$ cat src/logic/cce_regs.vh
`ifndef CCE_REGS_VH
`define CCE_REGS_VH
// ==========================================
// Register offsets
`define CCE_OFF_CT_START 12'h014
`define CCE_OFF_CT_STOP 12'h018
`define CCE_OFF_XO_STARTED 12'h100
`define CCE_OFF_SLOW_STARTED 12'h104
`define CCE_OFF_CAL_DONE 12'h10c
`define CCE_OFF_CT_TIMEOUT 12'h110
`define CCE_OFF_CT_STARTED 12'h128
`define CCE_OFF_CT_STOPPED 12'h12c
`define CCE_OFF_IRQ_ENSET 12'h304
`define CCE_OFF_IRQ_ENCLR 12'h308
// ==========================================
// Field positions in the enable registers
`define CCE_BIT_XO_STARTED 0
`define CCE_BIT_SLOW_STARTED 1
`define CCE_BIT_CAL_DONE 2
`define CCE_BIT_CT_TIMEOUT 3
`define CCE_BIT_CT_STARTED 4
`define CCE_BIT_CT_STOPPED 5
`define CCE_NUM_EVENTS 6
// ==========================================
// Reset values
`define CCE_RST_EVENTS 6'h00
`define CCE_RST_ENABLE 6'h00
// ==========================================
// Timing counts
`define CCE_CT_SETTLE_CYCLES 4'h2
`endif

$ cat src/logic/cce_evflag.v
`timescale 1ns/1ns
// Sticky event flag: hardware set wins over software clear
module cce_evflag (
	input wire clk,
	input wire rst_n,
	input wire set_pulse,
	input wire sw_write,
	input wire sw_value,
	output reg flag_r
);
	always @(posedge clk or negedge rst_n) begin
		if (!rst_n) begin
			flag_r <= 1'b0;
		end else if (set_pulse) begin
			flag_r <= 1'b1;
		end else if (sw_write) begin
			flag_r <= sw_value;
		end
	end
endmodule

$ cat src/logic/cce_top.v
`timescale 1ns/1ns
`include "cce_regs.vh"
// Operation
// - Writing one to offset 0x014 starts the calibration timer.
// - Writing one to offset 0x018 stops the calibration timer.
// - Flag at 0x100 reads one once crystal oscillator started.
// - Flag at 0x10C set when RC oscillator calibration completes.
// - Flag at 0x128 set once timer started and accepts new tasks.
// - Flag at 0x12C set once timer stopped and accepts new tasks.
// - Per-event interrupt enable, set by writing one, readable.
module cce_top #(
	parameter CT_SETTLE = `CCE_CT_SETTLE_CYCLES
) (
	input wire CLK,
	input wire RSTN,
	input wire WB_CYC_I,
	input wire WB_STB_I,
	input wire WB_WE_I,
	input wire [11:0] WB_ADR_I,
	input wire [3:0] WB_SEL_I,
	input wire [31:0] WB_DAT_I,
	output reg [31:0] WB_DAT_O,
	output reg WB_ACK_O,
	output reg WB_ERR_O,
	input wire XO_STARTED,
	input wire SLOW_CLOCK_STARTED,
	input wire CAL_DONE,
	input wire CT_TIMEOUT,
	output reg CT_START,
	output reg CT_STOP,
	output reg CT_RUNNING,
	output reg IRQ
);
	// ==========================================
	// Input synchronisers and edge detect
	reg [3:0] sync1_r;
	reg [3:0] sync2_r;
	reg [3:0] sync3_r;
	wire [3:0] ext_rise;
	always @(posedge CLK or negedge RSTN) begin
		if (!RSTN) begin
			sync1_r <= 4'h0;
			sync2_r <= 4'h0;
			sync3_r <= 4'h0;
		end else begin
			sync1_r <= {CT_TIMEOUT, CAL_DONE, SLOW_CLOCK_STARTED, XO_STARTED};
			sync2_r <= sync1_r;
			sync3_r <= sync2_r;
		end
	end
	assign ext_rise = sync2_r & ~sync3_r;

	// ==========================================
	// Bus decode
	wire req = WB_CYC_I && WB_STB_I && !WB_ACK_O && !WB_ERR_O;
	wire wr = req && WB_WE_I && WB_SEL_I[0];
	wire bit0 = WB_DAT_I[0];
	localparam SEL_CT_START = 0;
	localparam SEL_CT_STOP = 1;
	localparam SEL_XO_STARTED = 2;
	localparam SEL_SLOW_STARTED = 3;
	localparam SEL_CAL_DONE = 4;
	localparam SEL_CT_TIMEOUT = 5;
	localparam SEL_CT_STARTED = 6;
	localparam SEL_CT_STOPPED = 7;
	localparam SEL_IRQ_ENSET = 8;
	localparam SEL_IRQ_ENCLR = 9;
	wire [9:0] dec;
	wire hit;

	// One-hot register select, all zero for an unmapped offset
	function [9:0] reg_sel;
		input [11:0] a;
		begin
			reg_sel = 10'h000;
			if (a == `CCE_OFF_CT_START) begin
				reg_sel[SEL_CT_START] = 1'b1;
			end else if (a == `CCE_OFF_CT_STOP) begin
				reg_sel[SEL_CT_STOP] = 1'b1;
			end else if (a == `CCE_OFF_XO_STARTED) begin
				reg_sel[SEL_XO_STARTED] = 1'b1;
			end else if (a == `CCE_OFF_SLOW_STARTED) begin
				reg_sel[SEL_SLOW_STARTED] = 1'b1;
			end else if (a == `CCE_OFF_CAL_DONE) begin
				reg_sel[SEL_CAL_DONE] = 1'b1;
			end else if (a == `CCE_OFF_CT_TIMEOUT) begin
				reg_sel[SEL_CT_TIMEOUT] = 1'b1;
			end else if (a == `CCE_OFF_CT_STARTED) begin
				reg_sel[SEL_CT_STARTED] = 1'b1;
			end else if (a == `CCE_OFF_CT_STOPPED) begin
				reg_sel[SEL_CT_STOPPED] = 1'b1;
			end else if (a == `CCE_OFF_IRQ_ENSET) begin
				reg_sel[SEL_IRQ_ENSET] = 1'b1;
			end else if (a == `CCE_OFF_IRQ_ENCLR) begin
				reg_sel[SEL_IRQ_ENCLR] = 1'b1;
			end
		end
	endfunction

	assign dec = reg_sel(WB_ADR_I);
	assign hit = |dec;

	// ==========================================
	// Settle countdown arithmetic
	function settle_last;
		input [3:0] cnt;
		begin
			settle_last = (cnt <= 4'h1);
		end
	endfunction

	function [3:0] settle_step;
		input [3:0] cnt;
		begin
			settle_step = cnt - 4'h1;
		end
	endfunction

	// ==========================================
	// Task triggers and calibration timer handshake
	wire start_task = wr && bit0 && dec[SEL_CT_START];
	wire stop_task = wr && bit0 && dec[SEL_CT_STOP];
	localparam ST_IDLE = 3'b001;
	localparam ST_STARTING = 3'b010;
	localparam ST_STOPPING = 3'b100;
	reg [2:0] state_r;
	reg [3:0] settle_r;
	reg started_pulse_r;
	reg stopped_pulse_r;
	always @(posedge CLK or negedge RSTN) begin
		if (!RSTN) begin
			state_r <= ST_IDLE;
			settle_r <= 4'h0;
			started_pulse_r <= 1'b0;
			stopped_pulse_r <= 1'b0;
			CT_START <= 1'b0;
			CT_STOP <= 1'b0;
			CT_RUNNING <= 1'b0;
		end else begin
			started_pulse_r <= 1'b0;
			stopped_pulse_r <= 1'b0;
			CT_START <= 1'b0;
			CT_STOP <= 1'b0;
			case (state_r)
				ST_IDLE: begin
					if (stop_task) begin
						CT_STOP <= 1'b1;
						state_r <= ST_STOPPING;
						settle_r <= CT_SETTLE[3:0];
					end else if (start_task) begin
						CT_START <= 1'b1;
						state_r <= ST_STARTING;
						settle_r <= CT_SETTLE[3:0];
					end
				end
				ST_STARTING: begin
					if (settle_last(settle_r)) begin
						CT_RUNNING <= 1'b1;
						started_pulse_r <= 1'b1;
						state_r <= ST_IDLE;
					end else begin
						settle_r <= settle_step(settle_r);
					end
				end
				ST_STOPPING: begin
					if (settle_last(settle_r)) begin
						CT_RUNNING <= 1'b0;
						stopped_pulse_r <= 1'b1;
						state_r <= ST_IDLE;
					end else begin
						settle_r <= settle_step(settle_r);
					end
				end
				default: begin
					state_r <= ST_IDLE;
				end
			endcase
		end
	end

	// ==========================================
	// Event flags
	wire [5:0] ev_set = {stopped_pulse_r, started_pulse_r, ext_rise};
	wire [5:0] ev_wr;
	wire [5:0] flags;
	assign ev_wr[`CCE_BIT_XO_STARTED] = wr && dec[SEL_XO_STARTED];
	assign ev_wr[`CCE_BIT_SLOW_STARTED] = wr && dec[SEL_SLOW_STARTED];
	assign ev_wr[`CCE_BIT_CAL_DONE] = wr && dec[SEL_CAL_DONE];
	assign ev_wr[`CCE_BIT_CT_TIMEOUT] = wr && dec[SEL_CT_TIMEOUT];
	assign ev_wr[`CCE_BIT_CT_STARTED] = wr && dec[SEL_CT_STARTED];
	assign ev_wr[`CCE_BIT_CT_STOPPED] = wr && dec[SEL_CT_STOPPED];

	cce_evflag u_xo_flag (
		.clk(CLK),
		.rst_n(RSTN),
		.set_pulse(ev_set[`CCE_BIT_XO_STARTED]),
		.sw_write(ev_wr[`CCE_BIT_XO_STARTED]),
		.sw_value(bit0),
		.flag_r(flags[`CCE_BIT_XO_STARTED])
	);

	cce_evflag u_slow_flag (
		.clk(CLK),
		.rst_n(RSTN),
		.set_pulse(ev_set[`CCE_BIT_SLOW_STARTED]),
		.sw_write(ev_wr[`CCE_BIT_SLOW_STARTED]),
		.sw_value(bit0),
		.flag_r(flags[`CCE_BIT_SLOW_STARTED])
	);

	cce_evflag u_cal_flag (
		.clk(CLK),
		.rst_n(RSTN),
		.set_pulse(ev_set[`CCE_BIT_CAL_DONE]),
		.sw_write(ev_wr[`CCE_BIT_CAL_DONE]),
		.sw_value(bit0),
		.flag_r(flags[`CCE_BIT_CAL_DONE])
	);

	cce_evflag u_timeout_flag (
		.clk(CLK),
		.rst_n(RSTN),
		.set_pulse(ev_set[`CCE_BIT_CT_TIMEOUT]),
		.sw_write(ev_wr[`CCE_BIT_CT_TIMEOUT]),
		.sw_value(bit0),
		.flag_r(flags[`CCE_BIT_CT_TIMEOUT])
	);

	cce_evflag u_started_flag (
		.clk(CLK),
		.rst_n(RSTN),
		.set_pulse(ev_set[`CCE_BIT_CT_STARTED]),
		.sw_write(ev_wr[`CCE_BIT_CT_STARTED]),
		.sw_value(bit0),
		.flag_r(flags[`CCE_BIT_CT_STARTED])
	);

	cce_evflag u_stopped_flag (
		.clk(CLK),
		.rst_n(RSTN),
		.set_pulse(ev_set[`CCE_BIT_CT_STOPPED]),
		.sw_write(ev_wr[`CCE_BIT_CT_STOPPED]),
		.sw_value(bit0),
		.flag_r(flags[`CCE_BIT_CT_STOPPED])
	);

	// ==========================================
	// Interrupt enables
	reg [5:0] irq_en_r;
	wire [5:0] pending = flags & irq_en_r;
	always @(posedge CLK or negedge RSTN) begin
		if (!RSTN) begin
			irq_en_r <= `CCE_RST_ENABLE;
		end else begin
			if (wr && dec[SEL_IRQ_ENSET]) begin
				irq_en_r <= irq_en_r | WB_DAT_I[5:0];
			end else if (wr && dec[SEL_IRQ_ENCLR]) begin
				irq_en_r <= irq_en_r & ~WB_DAT_I[5:0];
			end
		end
	end

	// Level interrupt while any enabled flag stands
	always @(posedge CLK or negedge RSTN) begin
		if (!RSTN) begin
			IRQ <= 1'b0;
		end else begin
			IRQ <= |pending;
		end
	end

	// ==========================================
	// Read mux and acknowledge
	reg [31:0] rd_nxt;
	always @* begin
		rd_nxt = 32'h0000_0000;
		if (dec[SEL_XO_STARTED]) begin
			rd_nxt[0] = flags[`CCE_BIT_XO_STARTED];
		end else if (dec[SEL_SLOW_STARTED]) begin
			rd_nxt[0] = flags[`CCE_BIT_SLOW_STARTED];
		end else if (dec[SEL_CAL_DONE]) begin
			rd_nxt[0] = flags[`CCE_BIT_CAL_DONE];
		end else if (dec[SEL_CT_TIMEOUT]) begin
			rd_nxt[0] = flags[`CCE_BIT_CT_TIMEOUT];
		end else if (dec[SEL_CT_STARTED]) begin
			rd_nxt[0] = flags[`CCE_BIT_CT_STARTED];
		end else if (dec[SEL_CT_STOPPED]) begin
			rd_nxt[0] = flags[`CCE_BIT_CT_STOPPED];
		end else if (dec[SEL_IRQ_ENSET] || dec[SEL_IRQ_ENCLR]) begin
			rd_nxt[5:0] = irq_en_r;
		end else if (dec[SEL_CT_START] || dec[SEL_CT_STOP]) begin
			// Write-only triggers read back as zero
			rd_nxt = 32'h0000_0000;
		end
	end

	always @(posedge CLK or negedge RSTN) begin
		if (!RSTN) begin
			WB_ACK_O <= 1'b0;
			WB_ERR_O <= 1'b0;
			WB_DAT_O <= 32'h0000_0000;
		end else begin
			WB_ACK_O <= req && hit;
			WB_ERR_O <= req && !hit;
			WB_DAT_O <= req ? rd_nxt : 32'h0000_0000;
		end
	end
endmodule

$ cat config.mk
export PLATFORM = sky130hd
export DESIGN_NAME = cce_top
export DESIGN_NICKNAME = d
export VERILOG_FILES = /design/src/logic/cce_evflag.v /design/src/logic/cce_top.v
export VERILOG_INCLUDE_DIRS = /design/src /design/src/logic
export SDC_FILE = /design/constraint.sdc
export NUM_CORES = 1
export LEC_CHECK = 0
export ABC_AREA = 1
export ABC_CLOCK_PERIOD_IN_PS = 1700
export BUFFER_PORTS_ARGS = -buffer_cell sky130_fd_sc_hd__buf_2
export CAP_MARGIN = 15
export CORE_ASPECT_RATIO = 1.4
export CORE_MARGIN = 5
export CORE_UTILIZATION = 48
export CTS_CLUSTER_SIZE = 10
export DETAILED_ROUTE_END_ITERATION = 7
export GPL_ROUTABILITY_DRIVEN = 1
export HOLD_SLACK_MARGIN = 0.03
export PLACE_DENSITY = 0.8
export SKIP_CTS_REPAIR_TIMING = 1
export SLEW_MARGIN = 20
export SYNTH_ARGS = -nofsm -noshare
export SYNTH_HDL_FRONTEND = slang
export SYNTH_SLANG_ARGS = --single-unit
$ cat constraint.sdc
create_clock -name CLK -period 1.7 [get_ports CLK]
set_clock_uncertainty 0.1 [all_clocks]
set_input_delay 0.34 -clock CLK [delete_from_list [all_inputs] [get_ports CLK]]
set_output_delay 0.34 -clock CLK [all_outputs]
set_load 0.01 [all_outputs]
==> metrics.md <==
| Metric | Value |
|---|---|
| DP Worst Slack | `-0.01459 ns` |
| PortBufs | `39` |
| Final setup viols | `0` |
| End of the worst register-to-register path | `state_r[1]$_DFFE_PN0P_` |
| Antenna violations before repair | `0` |
| Placer Congestion | `0.8968` |
| Syn Area/Cell | `8.971 sq um` |
| Total negative slack | `0 ns` |
| Top FF cell, synth | `dfrtp_1` |
| Post-Synth XOR/XNOR Area | `0.3770%` |
| Hold crit path type | `input pin to register` |
| Placement Cell Area | `2520 sq um` |
| Clock latency on the worst-skew pair | `0.30 ns` |
| Max rail drop VDD | `766.3 uV` |
| Post-synthesis adder-cell area fraction | `1.077%` |
| Wire length on met2 | `2.535 mm` |
| Reg2Reg Depth | `10` |
| Clock transition at path regs | `0.08 ns` |
| Detail Route Antenna Nets | `0` |
| EDFF count, synth | `0` |
| Diode count | `0` |
| Post-synthesis register bit count | `45` |
| Die width | `68.80 microns` |
| WS Path Type | `register to register` |
| DR top layer | `met4` |
| Mux contribution to synthesized area | `0%` |
| Post-Syn Area | `2323 sq um` |
| Die area | `6352 sq um` |
| Crit-path max FO | `5` |
| Layout area overhead | `15.45%` |
| Num rows | `30` |
| Largest net degree at the start of global routing | `22` |
| First-pass DRT Iterations | `4` |
| Drt total wl | `4.548 mm` |
| Status | `finished clean` |
| Initial core utilization | `48.74%` |
| Clock buffer count from CTS | `5` |
| Setup crit end | `state_r[1]$_DFFE_PN0P_` |
| DIE HEIGHT | `92.32 microns` |
| Reg2reg setup slack | `0.11 ns` |
| Layout Nets | `370` |
| Fmax achieved | `628.3 MHz` |
| Worst Setup End Kind | `register` |
| Min cycle time layout | `1.592 ns` |
| Synth Area in Compound Gates | `9.747%` |
| Multi-input combinational cell area | `959.7 sq um` |
| Crit path launch type | `register` |
| Top Ports | `95` |
| Yosys warns | `0` |
| Final Cell Area | `2683 sq um` |
| Synth cell types | `34` |
| Storage cell area | `1127 sq um` |
| Ys async rst share | `100.0%` |
| Pwr dens | `970.6 nW/um^2` |
| Mapped Cells | `259` |
| Period utilization | `93.63%` |
| Overflow after GRT | `0` |
| DP HPWL | `3.579 mm` |
| Req. time, crit path | `1.79 ns` |
| Post-Route M1 WL | `1.587 mm` |
| DRC | `0` |
| Critical path's largest stage delay | `0.39 ns` |
| Final slew viol count | `0` |
| CTS tree | `yes` |
| Cell Chain, Critical Path | `nor2_2, nand2_2, inv_2, nand3_4, nor2_4, nand2_2, nand3_4, nand2_1, nand2_1, o21ai_1` |
| Met3 WL | `327 microns` |
| Crit. Startpoint | `WB_ACK_O$_DFF_PN0_` |
| Largest family of logic cells by synthesized area | `simple AND/OR/NAND/NOR gates` |
| GRT Overall Usage | `14.81%` |
| Final setup margin | `0.1083 ns` |
| H-tree Lvls | `2` |
| Root buffer cell | `clkbuf_8` |
| Fin. Hold Viols | `0` |
| Worst EP arrival | `1.68 ns` |
| Post-synthesis simple-gate area fraction | `25.09%` |
| Share of layout cells above drive strength 1 | `30.77%` |
| Static Leak | `1.400 nW` |
| Fillers | `429` |
| Total core area | `4767 sq um` |
| Max-cap viol count | `0` |
| Clock Tree Buf Depth | `2` |
| Detailed router's first-iteration violation count | `108` |
| Worst R2R Start | `WB_ACK_O$_DFF_PN0_` |
| Vias in the first global route | `1745` |
| CTS sink count | `45` |
| Sequential share of the synthesized area | `48.52%` |
| Via count | `1791` |
| First-pass GRT wire length | `7.265 mm` |
| Routed WL per cell | `12.10 microns` |
| Via/cell ratio | `4.763` |
| Slowest CP cell | `dfrtp_1` |
==> per-layer routing <==
metal | vias up | GRT usage [%]
met5 | - | 0
met3 | 13 | 4.490
li1 | 875 | -
met4 | 0 | 5.366
met1 | 846 | 15.56
met2 | 57 | 26.69
==> critical path, delay by kind of cell (launching register included) <==
kind                   cells  cell delay [ns]
DFF                        1             0.39
buffers and inverters      1             0.09
AOI/OAI and AO/OA          1             0.06
and+or+nand+nor            8             0.83
==> layout by cell type, fill, tap and decap left out, types with 3 or more instances in the layout <==
master	n
dfrtp_1	44
buf_2	39
nand2_1	36
inv_1	34
conb_1	26
o21ai_0	19
nor2_1	17
nand3_1	12
nor2_2	10
inv_2	7
nand2_2	6
o21ai_1	6
buf_4	6
nor3b_1	5
clkbuf_8	5
nand2_4	3
nor3_2	3
o21ai_2	3
o221ai_1	3
==> cell type report <==
class | count | area share (%)
sequential | 45 | 42.02
inverter | 41 | 5.737
timing repair buffer | 46 | 9.328
tap | 64 | 2.985
clock buffer | 6 | 2.705
multi-input combinational | 172 | 35.77
clock inverter | 2 | 1.446
==> where the power goes <==
group	total, mW	internal, mW	switching, mW
Combinational	0.568	0.208	0.360
Clock	0.802	0.441	0.361
Sequential	1.23	1.17	0.0681
==> per-stage QoR <==
step	instances	hold WS, ns	power [mW]	utilization, %
finish	376	0.04520	2.604	56.27
global route	376	0.03562	2.747	56.27
CTS	372	-0.1134	2.560	55.20
detailed placement	364	0.2113	1.769	52.86
global placement	364	0.2072	1.738	52.86
floorplan	284	-0.05559	1.643	-
==> worst min-delay path by stage <==
stage / from / to / slack (ns) / depth (start not counted)
global placement: RSTN / sync1_r[2]$_DFF_PN0_ / 0.21 / 1
floorplan: RSTN / CT_RUNNING$_DFFE_PN0P_ / -0.06 / 0
global route: CT_TIMEOUT / sync1_r[3]$_DFF_PN0_ / 0.04 / 1
detailed placement: RSTN / sync1_r[2]$_DFF_PN0_ / 0.21 / 1
CTS: RSTN / sync1_r[2]$_DFF_PN0_ / -0.11 / 1
finish: XO_STARTED / sync1_r[0]$_DFF_PN0_ / 0.05 / 1
==> cell usage after synthesis (2+ instances only) <==
master / instances / share of area, %
nor2_2: 10 / 2.7
nand4_1: 2 / 0.54
nor2_1: 17 / 2.7
nand2_2: 5 / 1.3
nor3_2: 2 / 0.86
o21ai_2: 2 / 0.75
nor3b_1: 5 / 1.6
nor3_1: 3 / 0.65
a21oi_1: 2 / 0.43
dfrtp_1: 44 / 47
o221ai_1: 3 / 1.1
nand3_1: 12 / 2.6
ha_1: 2 / 1.1
nand2_1: 37 / 6.0
a21oi_2: 2 / 0.75
nand3_2: 3 / 1.3
o21ai_0: 20 / 4.3
o21ai_1: 6 / 1.3
buf_4: 26 / 8.4
inv_2: 7 / 1.1
nand2_4: 3 / 1.5
inv_1: 34 / 5.5
==> kinds of logic (layout without fill, tap and decap cells) <==
group	count (synthesis)	in the layout
buf+inv	67	95
simple gates	105	105
flops	45	45
other cells	1	26
compound gates	38	38
fa+ha+maj	2	2
xor+xnor	1	1
Power figures use the tool's default switching activity.
